===== src/rtl/gbd_pkg.sv =====
`default_nettype none
package gbd_pkg;
  // ==========================================================
  // Command codes on the data lines while attention is active
  localparam logic [6:0] CMD_GO_LOCAL = 7'h01;
  localparam logic [6:0] CMD_SEL_CLEAR = 7'h04;
  localparam logic [6:0] CMD_TRIGGER = 7'h08;
  localparam logic [6:0] CMD_LOCKOUT = 7'h11;
  localparam logic [6:0] CMD_DEV_CLEAR = 7'h14;
  localparam logic [6:0] CMD_POLL_ON = 7'h18;
  localparam logic [6:0] CMD_POLL_OFF = 7'h19;
  localparam logic [6:0] CMD_UNLISTEN = 7'h3F;
  localparam logic [6:0] CMD_UNTALK = 7'h5F;
  // ==========================================================
  // Group bases, top two bits of the seven-bit command
  localparam logic [1:0] GRP_LISTEN = 2'h1;
  localparam logic [1:0] GRP_TALK = 2'h2;
  localparam logic [1:0] GRP_SECOND = 2'h3;
  localparam logic [4:0] ADDR_RESET = 5'h0F;
  // ==========================================================
  // Acceptor handshake states
  typedef enum logic [1:0] {
    AH_READY = 2'b00,
    AH_TAKE = 2'b01,
    AH_WAIT = 2'b10
  } gbd_ah_e;
endpackage : gbd_pkg
`default_nettype wire


===== src/rtl/gbd_stream_if.sv =====
`timescale 1ns/10ps
`default_nettype none
// ==========================================================
// Valid/ready byte stream between decoder and its buffer
interface gbd_stream_if;
  logic valid;
  logic ready;
  logic [7:0] data;
  modport src (output valid, output data, input ready);
  modport snk (input valid, input data, output ready);
endinterface : gbd_stream_if
`default_nettype wire


===== src/rtl/gbd_decoder.sv =====
`timescale 1ns/10ps
`default_nettype none
// What this block does
// - Decode lockout, clear, poll on and poll off regardless of addressing.
// - Go-local, selected clear and trigger only act once listen-addressed.
// - Bytes 20-3F are listen addresses; own address 20+addr makes listener.
// - Bytes 40-5F are talk addresses; 60-7F are secondary bytes.
// - Unlisten 3F ends listening, untalk 5F ends talking.
// - Bytes with attention released are data for an addressed listener.
// - Primary address resets to 15 until reconfigured.
module gbd_decoder (
  input wire logic CLK, // 20 MHz system clock
  input wire logic RST_N, // Async reset, active low
  input wire logic [7:0] DIO_IN, // Data lines, high is logic one
  input wire logic DAV_IN, // Source data valid, high true
  input wire logic ATN_IN, // Attention, high true
  output logic NRFD_OUT, // Not ready for data, high true
  output logic NDAC_OUT, // Not data accepted, high true
  input wire logic ADDR_LOAD, // Load new primary address
  input wire logic [4:0] ADDR_VAL, // New primary address
  output logic [4:0] ADDR_OUT, // Current primary address
  output logic LISTEN_OUT, // Listener state
  output logic TALK_OUT, // Talker state
  output logic LOCKOUT_OUT, // Local lockout latched
  output logic POLL_OUT, // Serial poll mode
  output logic DEV_CLEAR_OUT, // Clear pulse (universal or selected)
  output logic GO_LOCAL_OUT, // Go-to-local pulse
  output logic TRIGGER_OUT, // Trigger pulse
  output logic SECOND_OUT, // Secondary byte pulse
  output logic [4:0] SECOND_VAL, // Secondary byte low bits
  output logic DATA_VALID, // Data byte available
  output logic [7:0] DATA_OUT, // Data byte
  input wire logic DATA_READY // Consumer takes data byte
);
  // ==========================================================
  // Pin synchronisers
  logic [9:0] s1_r, s2_r;
  always_ff @(posedge CLK or negedge RST_N) begin
    if (!RST_N) begin
      s1_r <= 10'h000;
      s2_r <= 10'h000;
    end else begin
      s1_r <= {ATN_IN, DAV_IN, DIO_IN};
      s2_r <= s1_r;
    end
  end
  wire logic atn = s2_r[9];
  wire logic dav = s2_r[8];
  wire logic [7:0] dio = s2_r[7:0];
  wire logic [6:0] cmd = s2_r[6:0];

  function automatic logic addr_hit(input logic [6:0] c,
      input logic [1:0] grp, input logic [4:0] a);
    addr_hit = (c[6:5] == grp) && (c[4:0] == a);
  endfunction : addr_hit

  // ==========================================================
  // Buffer between acceptor and consumer
  gbd_stream_if dstr ();
  logic bo_valid;
  logic [7:0] bo_data;
  logic take;
  gbd_buf2 u_buf (
    .clk(CLK),
    .rst_n(RST_N),
    .in_s(dstr.snk),
    .out_valid(bo_valid),
    .out_data(bo_data),
    .out_ready(take)
  );

  // ==========================================================
  // State
  gbd_pkg::gbd_ah_e ah_r, ah_nxt;
  logic [4:0] addr_r, addr_nxt;
  logic lsn_r, lsn_nxt, tlk_r, tlk_nxt, llo_r, llo_nxt;
  logic spe_r, spe_nxt, clr_r, clr_nxt, gtl_r, gtl_nxt;
  logic trg_r, trg_nxt, sec_r, sec_nxt;
  logic [4:0] secv_r, secv_nxt;
  logic nrfd_r, nrfd_nxt, ndac_r, ndac_nxt;
  logic dv_r, dv_nxt;
  logic [7:0] dd_r, dd_nxt;
  logic push;

  // Data bytes are pushed only as the handshake accepts them
  assign dstr.valid = push;
  assign dstr.data = dio;
  // Head moves on when the output register is empty or being taken
  assign take = bo_valid && (!dv_r || DATA_READY);

  // Acceptor handshake and command decode
  always_comb begin
    ah_nxt = ah_r;
    addr_nxt = ADDR_LOAD ? ADDR_VAL : addr_r;
    lsn_nxt = lsn_r;
    tlk_nxt = tlk_r;
    llo_nxt = llo_r;
    spe_nxt = spe_r;
    clr_nxt = 1'b0;
    gtl_nxt = 1'b0;
    trg_nxt = 1'b0;
    sec_nxt = 1'b0;
    secv_nxt = secv_r;
    nrfd_nxt = nrfd_r;
    ndac_nxt = ndac_r;
    push = 1'b0;
    case (ah_r)
      gbd_pkg::AH_READY: begin
        // Not ready while buffer is full, so the source stalls
        nrfd_nxt = !dstr.ready;
        ndac_nxt = 1'b1;
        if (dav && !nrfd_r) begin
          nrfd_nxt = 1'b1;
          ah_nxt = gbd_pkg::AH_TAKE;
        end
      end
      gbd_pkg::AH_TAKE: begin
        ndac_nxt = 1'b0;
        ah_nxt = gbd_pkg::AH_WAIT;
        if (atn) begin
          case (cmd)
            gbd_pkg::CMD_LOCKOUT: llo_nxt = 1'b1;
            gbd_pkg::CMD_DEV_CLEAR: clr_nxt = 1'b1;
            gbd_pkg::CMD_POLL_ON: spe_nxt = 1'b1;
            gbd_pkg::CMD_POLL_OFF: spe_nxt = 1'b0;
            gbd_pkg::CMD_GO_LOCAL: gtl_nxt = lsn_r;
            gbd_pkg::CMD_SEL_CLEAR: clr_nxt = lsn_r;
            gbd_pkg::CMD_TRIGGER: trg_nxt = lsn_r;
            gbd_pkg::CMD_UNLISTEN: lsn_nxt = 1'b0;
            gbd_pkg::CMD_UNTALK: tlk_nxt = 1'b0;
            default: begin
              if (addr_hit(cmd, gbd_pkg::GRP_LISTEN, addr_r)) begin
                lsn_nxt = 1'b1;
              end
              // Another talker's address retires ours
              if (cmd[6:5] == gbd_pkg::GRP_TALK) begin
                tlk_nxt = addr_hit(cmd, gbd_pkg::GRP_TALK, addr_r);
              end
              if (cmd[6:5] == gbd_pkg::GRP_SECOND) begin
                sec_nxt = lsn_r || tlk_r;
                secv_nxt = cmd[4:0];
              end
            end
          endcase
        end else if (lsn_r) begin
          push = 1'b1;
        end
      end
      gbd_pkg::AH_WAIT: begin
        // Hold accepted until the source drops valid
        if (!dav) begin
          ndac_nxt = 1'b1;
          ah_nxt = gbd_pkg::AH_READY;
        end
      end
      default: ah_nxt = gbd_pkg::AH_READY;
    endcase
    // Output register; reloads in the cycle it empties, so no bubble
    dv_nxt = dv_r;
    dd_nxt = dd_r;
    if (dv_r && DATA_READY) begin
      dv_nxt = 1'b0;
    end
    if (take) begin
      dv_nxt = 1'b1;
      dd_nxt = bo_data;
    end
  end

  always_ff @(posedge CLK or negedge RST_N) begin
    if (!RST_N) begin
      ah_r <= gbd_pkg::AH_READY;
      addr_r <= gbd_pkg::ADDR_RESET;
      lsn_r <= 1'b0;
      tlk_r <= 1'b0;
      llo_r <= 1'b0;
      spe_r <= 1'b0;
      clr_r <= 1'b0;
      gtl_r <= 1'b0;
      trg_r <= 1'b0;
      sec_r <= 1'b0;
      secv_r <= 5'h00;
      nrfd_r <= 1'b1;
      ndac_r <= 1'b1;
      dv_r <= 1'b0;
      dd_r <= 8'h00;
    end else begin
      ah_r <= ah_nxt;
      addr_r <= addr_nxt;
      lsn_r <= lsn_nxt;
      tlk_r <= tlk_nxt;
      llo_r <= llo_nxt;
      spe_r <= spe_nxt;
      clr_r <= clr_nxt;
      gtl_r <= gtl_nxt;
      trg_r <= trg_nxt;
      sec_r <= sec_nxt;
      secv_r <= secv_nxt;
      nrfd_r <= nrfd_nxt;
      ndac_r <= ndac_nxt;
      dv_r <= dv_nxt;
      dd_r <= dd_nxt;
    end
  end

  // Every output straight from a register, no gating on the way out
  assign NRFD_OUT = nrfd_r;
  assign NDAC_OUT = ndac_r;
  assign ADDR_OUT = addr_r;
  assign LISTEN_OUT = lsn_r;
  assign TALK_OUT = tlk_r;
  assign LOCKOUT_OUT = llo_r;
  assign POLL_OUT = spe_r;
  assign DEV_CLEAR_OUT = clr_r;
  assign GO_LOCAL_OUT = gtl_r;
  assign TRIGGER_OUT = trg_r;
  assign SECOND_OUT = sec_r;
  assign SECOND_VAL = secv_r;
  assign DATA_VALID = dv_r;
  assign DATA_OUT = dd_r;
endmodule : gbd_decoder
`default_nettype wire


===== src/rtl/gbd_buf2.sv =====
`timescale 1ns/10ps
`default_nettype none
// ==========================================================
// Two-entry skid buffer; a stalled receiver loses no byte
module gbd_buf2 (
  input wire logic clk, // System clock
  input wire logic rst_n, // Async reset, active low
  gbd_stream_if.snk in_s, // Filling side
  output logic out_valid, // Word available
  output logic [7:0] out_data, // Oldest word
  input wire logic out_ready // Drain side accepts
);
  logic [7:0] mem_r [2];
  logic [7:0] mem_nxt [2];
  logic [1:0] cnt_r, cnt_nxt;
  logic rd_r, rd_nxt;
  logic wr_r, wr_nxt;
  logic push, pop;

  // Pointers and count
  always_comb begin
    push = in_s.valid && (cnt_r != 2'd2);
    pop = out_ready && (cnt_r != 2'd0);
    mem_nxt = mem_r;
    if (push) begin
      mem_nxt[wr_r] = in_s.data;
    end
    wr_nxt = push ? ~wr_r : wr_r;
    rd_nxt = pop ? ~rd_r : rd_r;
    cnt_nxt = cnt_r + {1'b0, push} - {1'b0, pop};
  end

  always_ff @(posedge clk or negedge rst_n) begin
    if (!rst_n) begin
      mem_r[0] <= 8'h00;
      mem_r[1] <= 8'h00;
      cnt_r <= 2'd0;
      rd_r <= 1'b0;
      wr_r <= 1'b0;
    end else begin
      mem_r <= mem_nxt;
      cnt_r <= cnt_nxt;
      rd_r <= rd_nxt;
      wr_r <= wr_nxt;
    end
  end

  // Full and empty are honest; ready drops only when full
  assign in_s.ready = (cnt_r != 2'd2);
  assign out_valid = (cnt_r != 2'd0);
  assign out_data = mem_r[rd_r];
endmodule : gbd_buf2
`default_nettype wire


===== config.mk =====
export PLATFORM = sky130hd
export DESIGN_NAME = gbd_decoder
export DESIGN_NICKNAME = d
export VERILOG_FILES = /design/src/rtl/gbd_pkg.sv /design/src/rtl/gbd_stream_if.sv /design/src/rtl/gbd_decoder.sv /design/src/rtl/gbd_buf2.sv
export SDC_FILE = /design/constraint.sdc
export NUM_CORES = 1
export LEC_CHECK = 0
export BUFFER_PORTS_ARGS = -buffer_cell sky130_fd_sc_hd__buf_2
export CAP_MARGIN = 10
export CORE_UTILIZATION = 52
export DETAILED_ROUTE_END_ITERATION = 6
export GPL_TIMING_DRIVEN = 1
export PLACE_DENSITY = 0.79
export SETUP_SLACK_MARGIN = 0.15
export SLEW_MARGIN = 20
export SYNTH_ARGS = -nofsm -noshare
export SYNTH_HDL_FRONTEND = slang
export SYNTH_SLANG_ARGS = --single-unit

===== constraint.sdc =====
create_clock -name CLK -period 4.6 [get_ports CLK]
set_input_delay 1.38 -clock CLK [delete_from_list [all_inputs] [get_ports CLK]]
set_output_delay 1.38 -clock CLK [all_outputs]
set_load 0.005 [all_outputs]

==> metrics.csv, run 1 <==
metric,value,unit
grt.total_usage,18.2,%
area_growth,17.9,%
ys_top_cells_by_area,"dfrtp_1 (61%), mux2_2 (11%), dfstp_2 (5.9%)",
drv_slew,0,
ys_seq_elements,71,
start_util,55.1,%
design_area,3150,µm²
clock_sinks,71,
yosys_warnings,0,
die_area,5430,µm²
cellLeakagePower,0.00157,µW
io_buffers,47,
ys.flop_type,dfrtp_1,
setup_viol_count_final,0,
via_per_inst,4.92,
grt_max_degree,26,
antenna_left,0,
dp_hpwl,2930,µm
required,4850,ps
switching_share,27.7,%
grt_pass1_vias,1474,
cts_buffer_depth,2,
io_pins,48,
rows,25,
grt_setup_unrepaired,no,
internal_power,1120,µW
maxSlewHeadroom,54.3,%
tightestPinTransition,685,ps
drtIter0Drc,63,
core-area,4850,µm²
crit_type,in -> reg,
p_per_area,491,nW/µm²
grt_pass1_wl,6970,µm
combPwrFrac,19.1,%
dpl_cell_area,2980,µm²
cts_tree,built,
crit_chain,"buf_2, inv_1, a21oi_2, ha_1, inv_1, ha_1, xnor2_1, xnor2_1",
vias,1564,
crit_family,compound AO/OA/AOI/OAI gates,
fp.dieH,73.7,µm
n_antenna_cell,0,
critPathLaunchType,input pin,
fin_crit_sh,56.8,%
htreeDepth,3,
dieWidth,73.7,µm
status,"finished, final reports clean",
cp_num_buf_inv,3,
synth_top_cell_area_share,60.9,%
holdCritPathClass,reg -> reg,
numCtsBuffers,9,
synth_top_area_cell,dfrtp_1,
fillers,385,
cp.arrival,2870,ps
clkPwrFrac,27.8,%
skew,8.00,ps
cts_hold_buf,0,
ir_worst_vdd,367,µV
synth_edf_count,0,
post-cts-setup-buffers,0,
seqPwrFrac,53.1,%
ctsResizeCount,0,
async_reset_ff_share,100,%
final-hold-violation-count,0,
syn_inst,191,
final_cell_mix,"dfrtp_1 (65), buf_2 (47), mux2_2 (25), nor2_1 (18), a21oi_1 (12)",
final_nets,267,
wirelength,4170,µm
syn-num-nets,212,
end_kind,flop,
gp_congestion,0.814,
cts.clk_slew.worst_paths,70,ps
p_total,1550,µW
grt-ovfl-total,0,
final_common_cell,dfrtp_1,
period_needed,2620,ps
drt_first_pass_iters,4,
p_switching,428,µW
drive_gt1_share,38.6,%
cap_violations,0,
cp_slowest_cell,a21oi_2,
syn_area,2670,µm²
wl_per_cell,13.1,µm
antenna_found_initial,0,
syn_avg_cell_area,14.0,µm²
clock_latency,330,ps
critPathMaxFanout,18,
drc,0,
yosysSeqAreaShare,66.8,%
ctsRootBufferMaster,clkbuf_8,
max_stage_delay,530,ps
whs,343,ps
max_freq,382,MHz
fin_tns_setup,0,ps
synth_cell_types,35,
Yosys cell counts (all sizes together), types with 2 or more instances:
cell type,number
nand4,2
nor2,18
or3,2
nor3,2
nand3,2
ha,2
dfrtp,65
o21ai,3
xnor2,4
xor2,5
dfstp,6
nor2b,3
mux2i,9
nand2,4
clkbuf,4
a21o,2
a21oi,13
mux2,25
inv,8
metrics by stage:
| stage | setup slack, ps | utilization [%] | cells |
|---|---|---|---|
| finish | 1980 | 65.0 | 318 |
| global route | 1820 | 65.0 | 318 |
| global placement | 1680 | 61.5 | 302 |
| CTS | 1980 | 65.0 | 318 |
| detailed placement | 1630 | 61.5 | 302 |
| floorplan | 1800 | - | 191 |
final timing paths:
check	from	end	slack, ps	cells past startpoint
worst max-delay path	DATA_READY	u_buf.cnt_r[1]	1980	8
worst min-delay path	s1_r[5]	s2_r[5]	340	0
worst max register to register	ah_r[1]	u_buf.mem_r[9]	2690	4
worst min register to register	s1_r[5]	s2_r[5]	340	0
max in group asynchronous	RST_N	NDAC_OUT	2820	2
min in group asynchronous	RST_N	DEV_CLEAR_OUT	1030	1
power by group through the flow:
stage                     registers (µW)  clock network (µW)  logic, µW
final                                821                 429        296
after CTS                            822                 442        304
after floorplan                      813                   0        194
after global placement               829                   0        291
after global routing                 836                 471        342
after detailed placement             834                   0        301
cells by family (layout without fill, tap and decap cells):
logic type,count (synthesis),count (layout),synth area share [%]
AO/OA/AOI/OAI,22,22,4.87
XOR/XNOR,9,9,2.95
adder cells (fa/ha/maj),2,2,0.936
buffers and inverters,13,73,2.11
flip-flops,71,71,66.8
multiplexers,34,34,13.9
AND/OR/NAND/NOR,40,40,8.47
area by class of cell:
cell class / count / area, µm² / share of cell area, %
clock buffer: 15 / 166 / 5.28
tap: 67 / 83.8 / 2.66
sequential: 71 / 1780 / 56.6
inverter: 8 / 30.0 / 0.953
timing repair buffer: 49 / 250 / 7.94
clock inverter: 1 / 5.00 / 0.159
multi-input combinational: 107 / 832 / 26.4
registers in the layout, summed over array words and instances, names as in the netlist, 2 cells and up:
signal       count
u_buf.cnt_r      2
u_buf.mem_r     16
ah_r             2
s1_r            10
SECOND_VAL       5
DATA_OUT         8
ADDR_OUT         5
s2_r            10
metal layers:
layer / wire, µm / GRT usage, % / part of all wire [%]
met5: 0 / 0 / 0
met4: 78 / 8.55 / 1.9
met3: 258 / 7.41 / 6.2
met2: 1880 / 25.9 / 45
met1: 1960 / 24.5 / 47
Note: power is estimated with default switching activity, not from simulation.
==> inputs of run 2 (changes only) <==
==> constraint.sdc (replaced) <==
create_clock -name CLK -period 2.6 [get_ports CLK]
set_input_delay 0.78 -clock CLK [delete_from_list [all_inputs] [get_ports CLK]]
set_output_delay 0.78 -clock CLK [all_outputs]
set_load 0.005 [all_outputs]
==> metrics.csv, run 2 (synthesis gave the netlist of run 1 again) <==
metric,value,unit
status,"finished, final reports clean",
critPathLaunchType,flop,
io_buffers,47,
rows,25,
cp.arrival,2100,ps
end_kind,flop,
cp_num_buf_inv,0,
cp_slowest_cell,dfrtp_1,
holdCritPathClass,reg -> reg,
cts_tree,built,
max_stage_delay,450,ps
regMostFlops,u_buf.mem_r,
reg_top3,"u_buf.mem_r (16), s1_r (10), s2_r (10)",
setup_viol_count_final,0,
crit_chain,"nor2b_2, nor4b_4, and2b_1, mux2_2",
crit_type,reg -> reg,
numCtsBuffers,9,
grt_setup_unrepaired,no,
grt_pass1_vias,1482,
use_met1,25.1,%
maxSlewHeadroom,64.9,%
post-cts-setup-buffers,0,
antenna_left,0,
clock_latency,340,ps
drc,0,
p_per_area,860,nW/µm²
max_freq,532,MHz
htreeDepth,3,
wirelength,4230,µm
largest_reg_flops,16,
tightestPinTransition,527,ps
n_antenna_cell,0,
fp.dieH,73.7,µm
final-hold-violation-count,0,
grt_pass1_wl,7030,µm
clock_sinks,71,
wl_per_cell,13.3,µm
top_usage_layer,met2,
period_needed,1880,ps
grt_max_degree,46,
dp_hpwl,2950,µm
vias,1579,
fillers,392,
cts_hold_buf,0,
fin_crit_sh,72.3,%
cts_buffer_depth,2,
start_util,55.1,%
drtIter0Drc,51,
area_growth,17.6,%
final_nets,268,
fin_tns_setup,0,ps
crit_family,simple AND/OR/NAND/NOR gates,
met2_usage,25.1,%
dpl_cell_area,2990,µm²
ir_worst_vdd,458,µV
ctsResizeCount,0,
critPathMaxFanout,8,
required,2820,ps
drt_first_pass_iters,4,
skew,6.72,ps
grt-ovfl-total,0,
via_per_inst,4.95,
io_pins,48,
cts.clk_slew.worst_paths,70,ps
core-area,4850,µm²
cellLeakagePower,0.00158,µW
gp_congestion,0.762,
final_common_cell,dfrtp_1,
die_area,5430,µm²
design_area,3140,µm²
antenna_found_initial,0,
grt.total_usage,18.4,%
final_cell_mix,"dfrtp_1 (65), buf_2 (47), mux2_2 (25), nor2_1 (18), a21oi_1 (12)",
drv_slew,0,
grt_use_met3,4.94,%
dieWidth,73.7,µm
cap_violations,0,
drive_gt1_share,39.7,%
ctsRootBufferMaster,clkbuf_8,
==> run 2: changes by cell type in the layout (fill, tap and decap cells not counted) <==
cell      previous run  this run
clkinv_2             1         5
clkbuf_1             4         2
clkbuf_8            11         9
buf_4                2         3
==> run 2: stage by stage <==
step	setup slack, ps	util (%)	hold slack [ps]	power, µW	std cells
3_3_place_gp	728	61.6	332	1990	303
5_1_grt	596	64.9	359	2890	319
2_1_floorplan	401	-	331	1780	191
6_report	721	64.9	349	2700	319
4_1_cts	723	64.9	350	2740	319
3_5_place_dp	705	61.6	335	2020	303
==> run 2: power breakdown <==
part	leakage [µW]	internal, µW	total (µW)	switching (µW)
clock	0.0000866	338	717	379
sequential	0.000891	1300	1450	151
combinational	0.000599	285	532	247
==> run 2: final cells by class <==
type | instances | area (µm²) | area share, %
tap | 67 | 83.8 | 2.67
sequential | 71 | 1780 | 56.7
timing repair buffer | 50 | 258 | 8.20
clock buffer | 11 | 131 | 4.18
multi-input combinational | 107 | 832 | 26.5
clock inverter | 5 | 25.0 | 0.796
inverter | 8 | 30.0 | 0.955
==> run 2: worst paths after layout <==
kind | from | endpoint | slack [ps] | cells past startpoint
worst max-delay path | ah_r[1] | u_buf.mem_r[9] | 720 | 4
worst min-delay path | s1_r[5] | s2_r[5] | 350 | 0
worst max register to register | ah_r[1] | u_buf.mem_r[9] | 720 | 4
worst min register to register | s1_r[5] | s2_r[5] | 350 | 0
max in group asynchronous | RST_N | ADDR_OUT[0] | 1700 | 2
min in group asynchronous | RST_N | DATA_OUT[1] | 440 | 2
==> run 2: per-layer routing <==
metal	up-vias	share of wire [%]	wire length, µm
met2	59	44	1850
li1	768	-	-
met1	741	48	2030
met3	11	5.4	227
met4	0	3.0	127
met5	-	0	0
==> run 2: worst reg2reg max path, stage by stage, from the launching register on <==
cell     delay (ps)
dfrtp_1         450
nor2b_2         200
nor4b_4         320
and2b_1         400
mux2_2          390
==> inputs of run 3 (changes only) <==
--- a/config.mk
+++ b/config.mk
@@ -5,6 +5,7 @@
 export SDC_FILE = /design/constraint.sdc
 export NUM_CORES = 1
 export LEC_CHECK = 0
+export ABC_AREA = 1
 export BUFFER_PORTS_ARGS = -buffer_cell sky130_fd_sc_hd__buf_2
 export CAP_MARGIN = 10
 export CORE_UTILIZATION = 52
==> constraint.sdc (replaced) <==
create_clock -name CLK -period 1.75 [get_ports CLK]
set_input_delay 0.525 -clock CLK [delete_from_list [all_inputs] [get_ports CLK]]
set_output_delay 0.525 -clock CLK [all_outputs]
set_load 0.005 [all_outputs]
==> metrics.csv, run 3 <==
metric,value,unit
status,"finished, final reports clean",
drv_slew,0,
ys.flop_type,dfrtp_1,
switching_share,31.0,%
crit_chain,buf_2,
cp_slowest_cell,dfstp_2,
reg2reg_depth,7,
grt_pass1_wl,8310,µm
critPathLaunchType,flop,
syn-num-nets,303,
grt-ovfl-total,0,
yosysMostFrequentCell,nand2_1,
syn_inst,282,
clock_latency,340,ps
regMostFlops,u_buf.mem_r,
required,1220,ps
setup_viol_count_final,0,
grt_pass1_vias,1977,
synth_top_cell_area_share,57.5,%
grt_max_degree,72,
maxSlewHeadroom,76.2,%
cts_hold_buf,0,
cp_num_buf_inv,1,
gp_congestion,0.819,
cts_buffer_depth,2,
yosysSeqAreaShare,63.1,%
p_total,4580,µW
tightestPinTransition,357,ps
crit_family,flip-flops,
ys_seq_elements,71,
numCtsBuffers,9,
core-area,5170,µm²
reg2reg_slack,290,ps
whs,191,ps
htreeDepth,3,
clkPwrFrac,25.8,%
crit_type,reg -> out,
place_ws,92.6,ps
internal_power,3160,µW
grt_setup_unrepaired,no,
fin_tns_setup,0,ps
drc,0,
ctsRootBufferMaster,clkbuf_8,
synth_edf_count,0,
syn_avg_cell_area,10.0,µm²
final_cell_mix,"nand2_1 (77), dfrtp_1 (63), buf_2 (47), nor2_1 (30), inv_1 (14)",
regArea,1790,µm²
start_util,54.6,%
dieWidth,75.7,µm
antenna_left,0,
wirelength,4950,µm
drive_gt1_share,30.9,%
setup_ws,242,ps
cts_tree,built,
multi_input_area,955,µm²
yosys_warnings,0,
period_needed,1510,ps
die_area,5730,µm²
final_nets,359,
synth_top_area_cell,dfrtp_1,
area_growth,19.5,%
fp.dieH,75.7,µm
fin_util,65.3,%
syn_area,2830,µm²
reg2reg_to,u_buf.cnt_r[1],
clock_sinks,71,
antenna_found_initial,0,
final-hold-violation-count,0,
end_kind,primary output,
fin_crit_sh,86.2,%
cp.arrival,980,ps
reg_top3,"u_buf.mem_r (16), s1_r (10), s2_r (10)",
io_buffers,47,
rows,26,
io_pins,48,
drt_first_pass_iters,4,
post-cts-setup-buffers,0,
skew,13.3,ps
cellLeakagePower,0.00168,µW
holdCritPathClass,in -> async,
via_per_inst,4.92,
cap_violations,0,
cp-startpoint,ADDR_OUT[0],
n_antenna_cell,0,
max_freq,663,MHz
seqPwrFrac,49.1,%
p_per_area,1360,nW/µm²
fillers,436,
ir_worst_vdd,826,µV
r2r-start,u_buf.cnt_r[0],
drtIter0Drc,83,
async_reset_ff_share,100,%
p_switching,1420,µW
final_common_cell,nand2_1,
ys_top_cells_by_area,"dfrtp_1 (58%), nand2_1 (10%), dfstp_2 (5.6%)",
largest_reg_flops,16,
wl_per_cell,12.0,µm
synth_common_cells,"nand2_1 (77), dfrtp_1 (65), nor2_1 (31)",
max_stage_delay,540,ps
grt.total_usage,20.1,%
synth_cell_types,33,
dp_hpwl,3630,µm
critPathMaxFanout,3,
combPwrFrac,25.0,%
vias,2034,
cts.clk_slew.worst_paths,70,ps
==> run 3: cell types whose count changed after synthesis, moves of 7 or more <==
| cell | previous run | this run |
|---|---|---|
| nand2_1 | 3 | 77 |
| mux2_2 | 25 | 1 |
| nor2_1 | 18 | 31 |
| inv_2 | 0 | 11 |
| mux2i_1 | 9 | 0 |
| a31oi_1 | 0 | 8 |
| inv_1 | 8 | 15 |
| o21ai_1 | 0 | 7 |
==> run 3: repair_timing <==
action,CTS,global route
endpoints found under the hold margin,0,0
resized for setup,0,2
setup endpoints to repair,0,4
==> run 3: area by class of cell <==
class | instances | area share, %
Clock buffer | 15 | 5.22
Clock inverter | 1 | 0.148
Inverter | 26 | 2.89
Multi-Input combinational cell | 180 | 28.3
Sequential cell | 71 | 52.9
Tap cell | 70 | 2.59
Timing Repair Buffer | 50 | 8.00
==> run 3: cells by family (layout without fill, tap and decap cells) <==
kind of cell	count (synthesis)	in the layout	synth area share, %
compound gates	33	33	6.60
buf+inv	31	92	4.78
fa+ha+maj	2	2	0.885
flops	71	71	63.1
simple gates	138	138	22.2
xor+xnor	4	4	1.24
mux	3	3	1.20
==> run 3: worst max path at each step <==
stage / endpoint / slack (ps) / cells past startpoint
final: ADDR_OUT[0] / 240 / 1
after global routing: SECOND_VAL[1] / 190 / 9
after CTS: ADDR_OUT[0] / 220 / 1
after detailed placement: u_buf.cnt_r[1] / 90 / 8
after global placement: u_buf.cnt_r[1] / 130 / 8
after floorplan: u_buf.cnt_r[1] / 100 / 8
==> run 3: per-layer routing <==
layer	vias up	part of all wire (%)	track usage (%)
li1	1015	-	-
met1	964	45	23.3
met2	44	49	34.5
met3	11	3.6	5.16
met4	0	1.9	10.1
met5	-	0	0
==> run 3: power by group through the flow <==
stage	clock network, µW	logic [µW]	registers [µW]
after global placement	0	1120	2270
after detailed placement	0	1170	2290
final	1180	1150	2250
after floorplan	0	785	2250
after CTS	1200	1180	2260
after global routing	1270	1320	2310
==> run 3: per-stage QoR <==
stage | std cells | cell area, µm²
floorplan | 282 | 2880
detailed placement | 397 | 3190
global route | 413 | 3380
CTS | 413 | 3380
global placement | 397 | 3190
finish | 413 | 3380
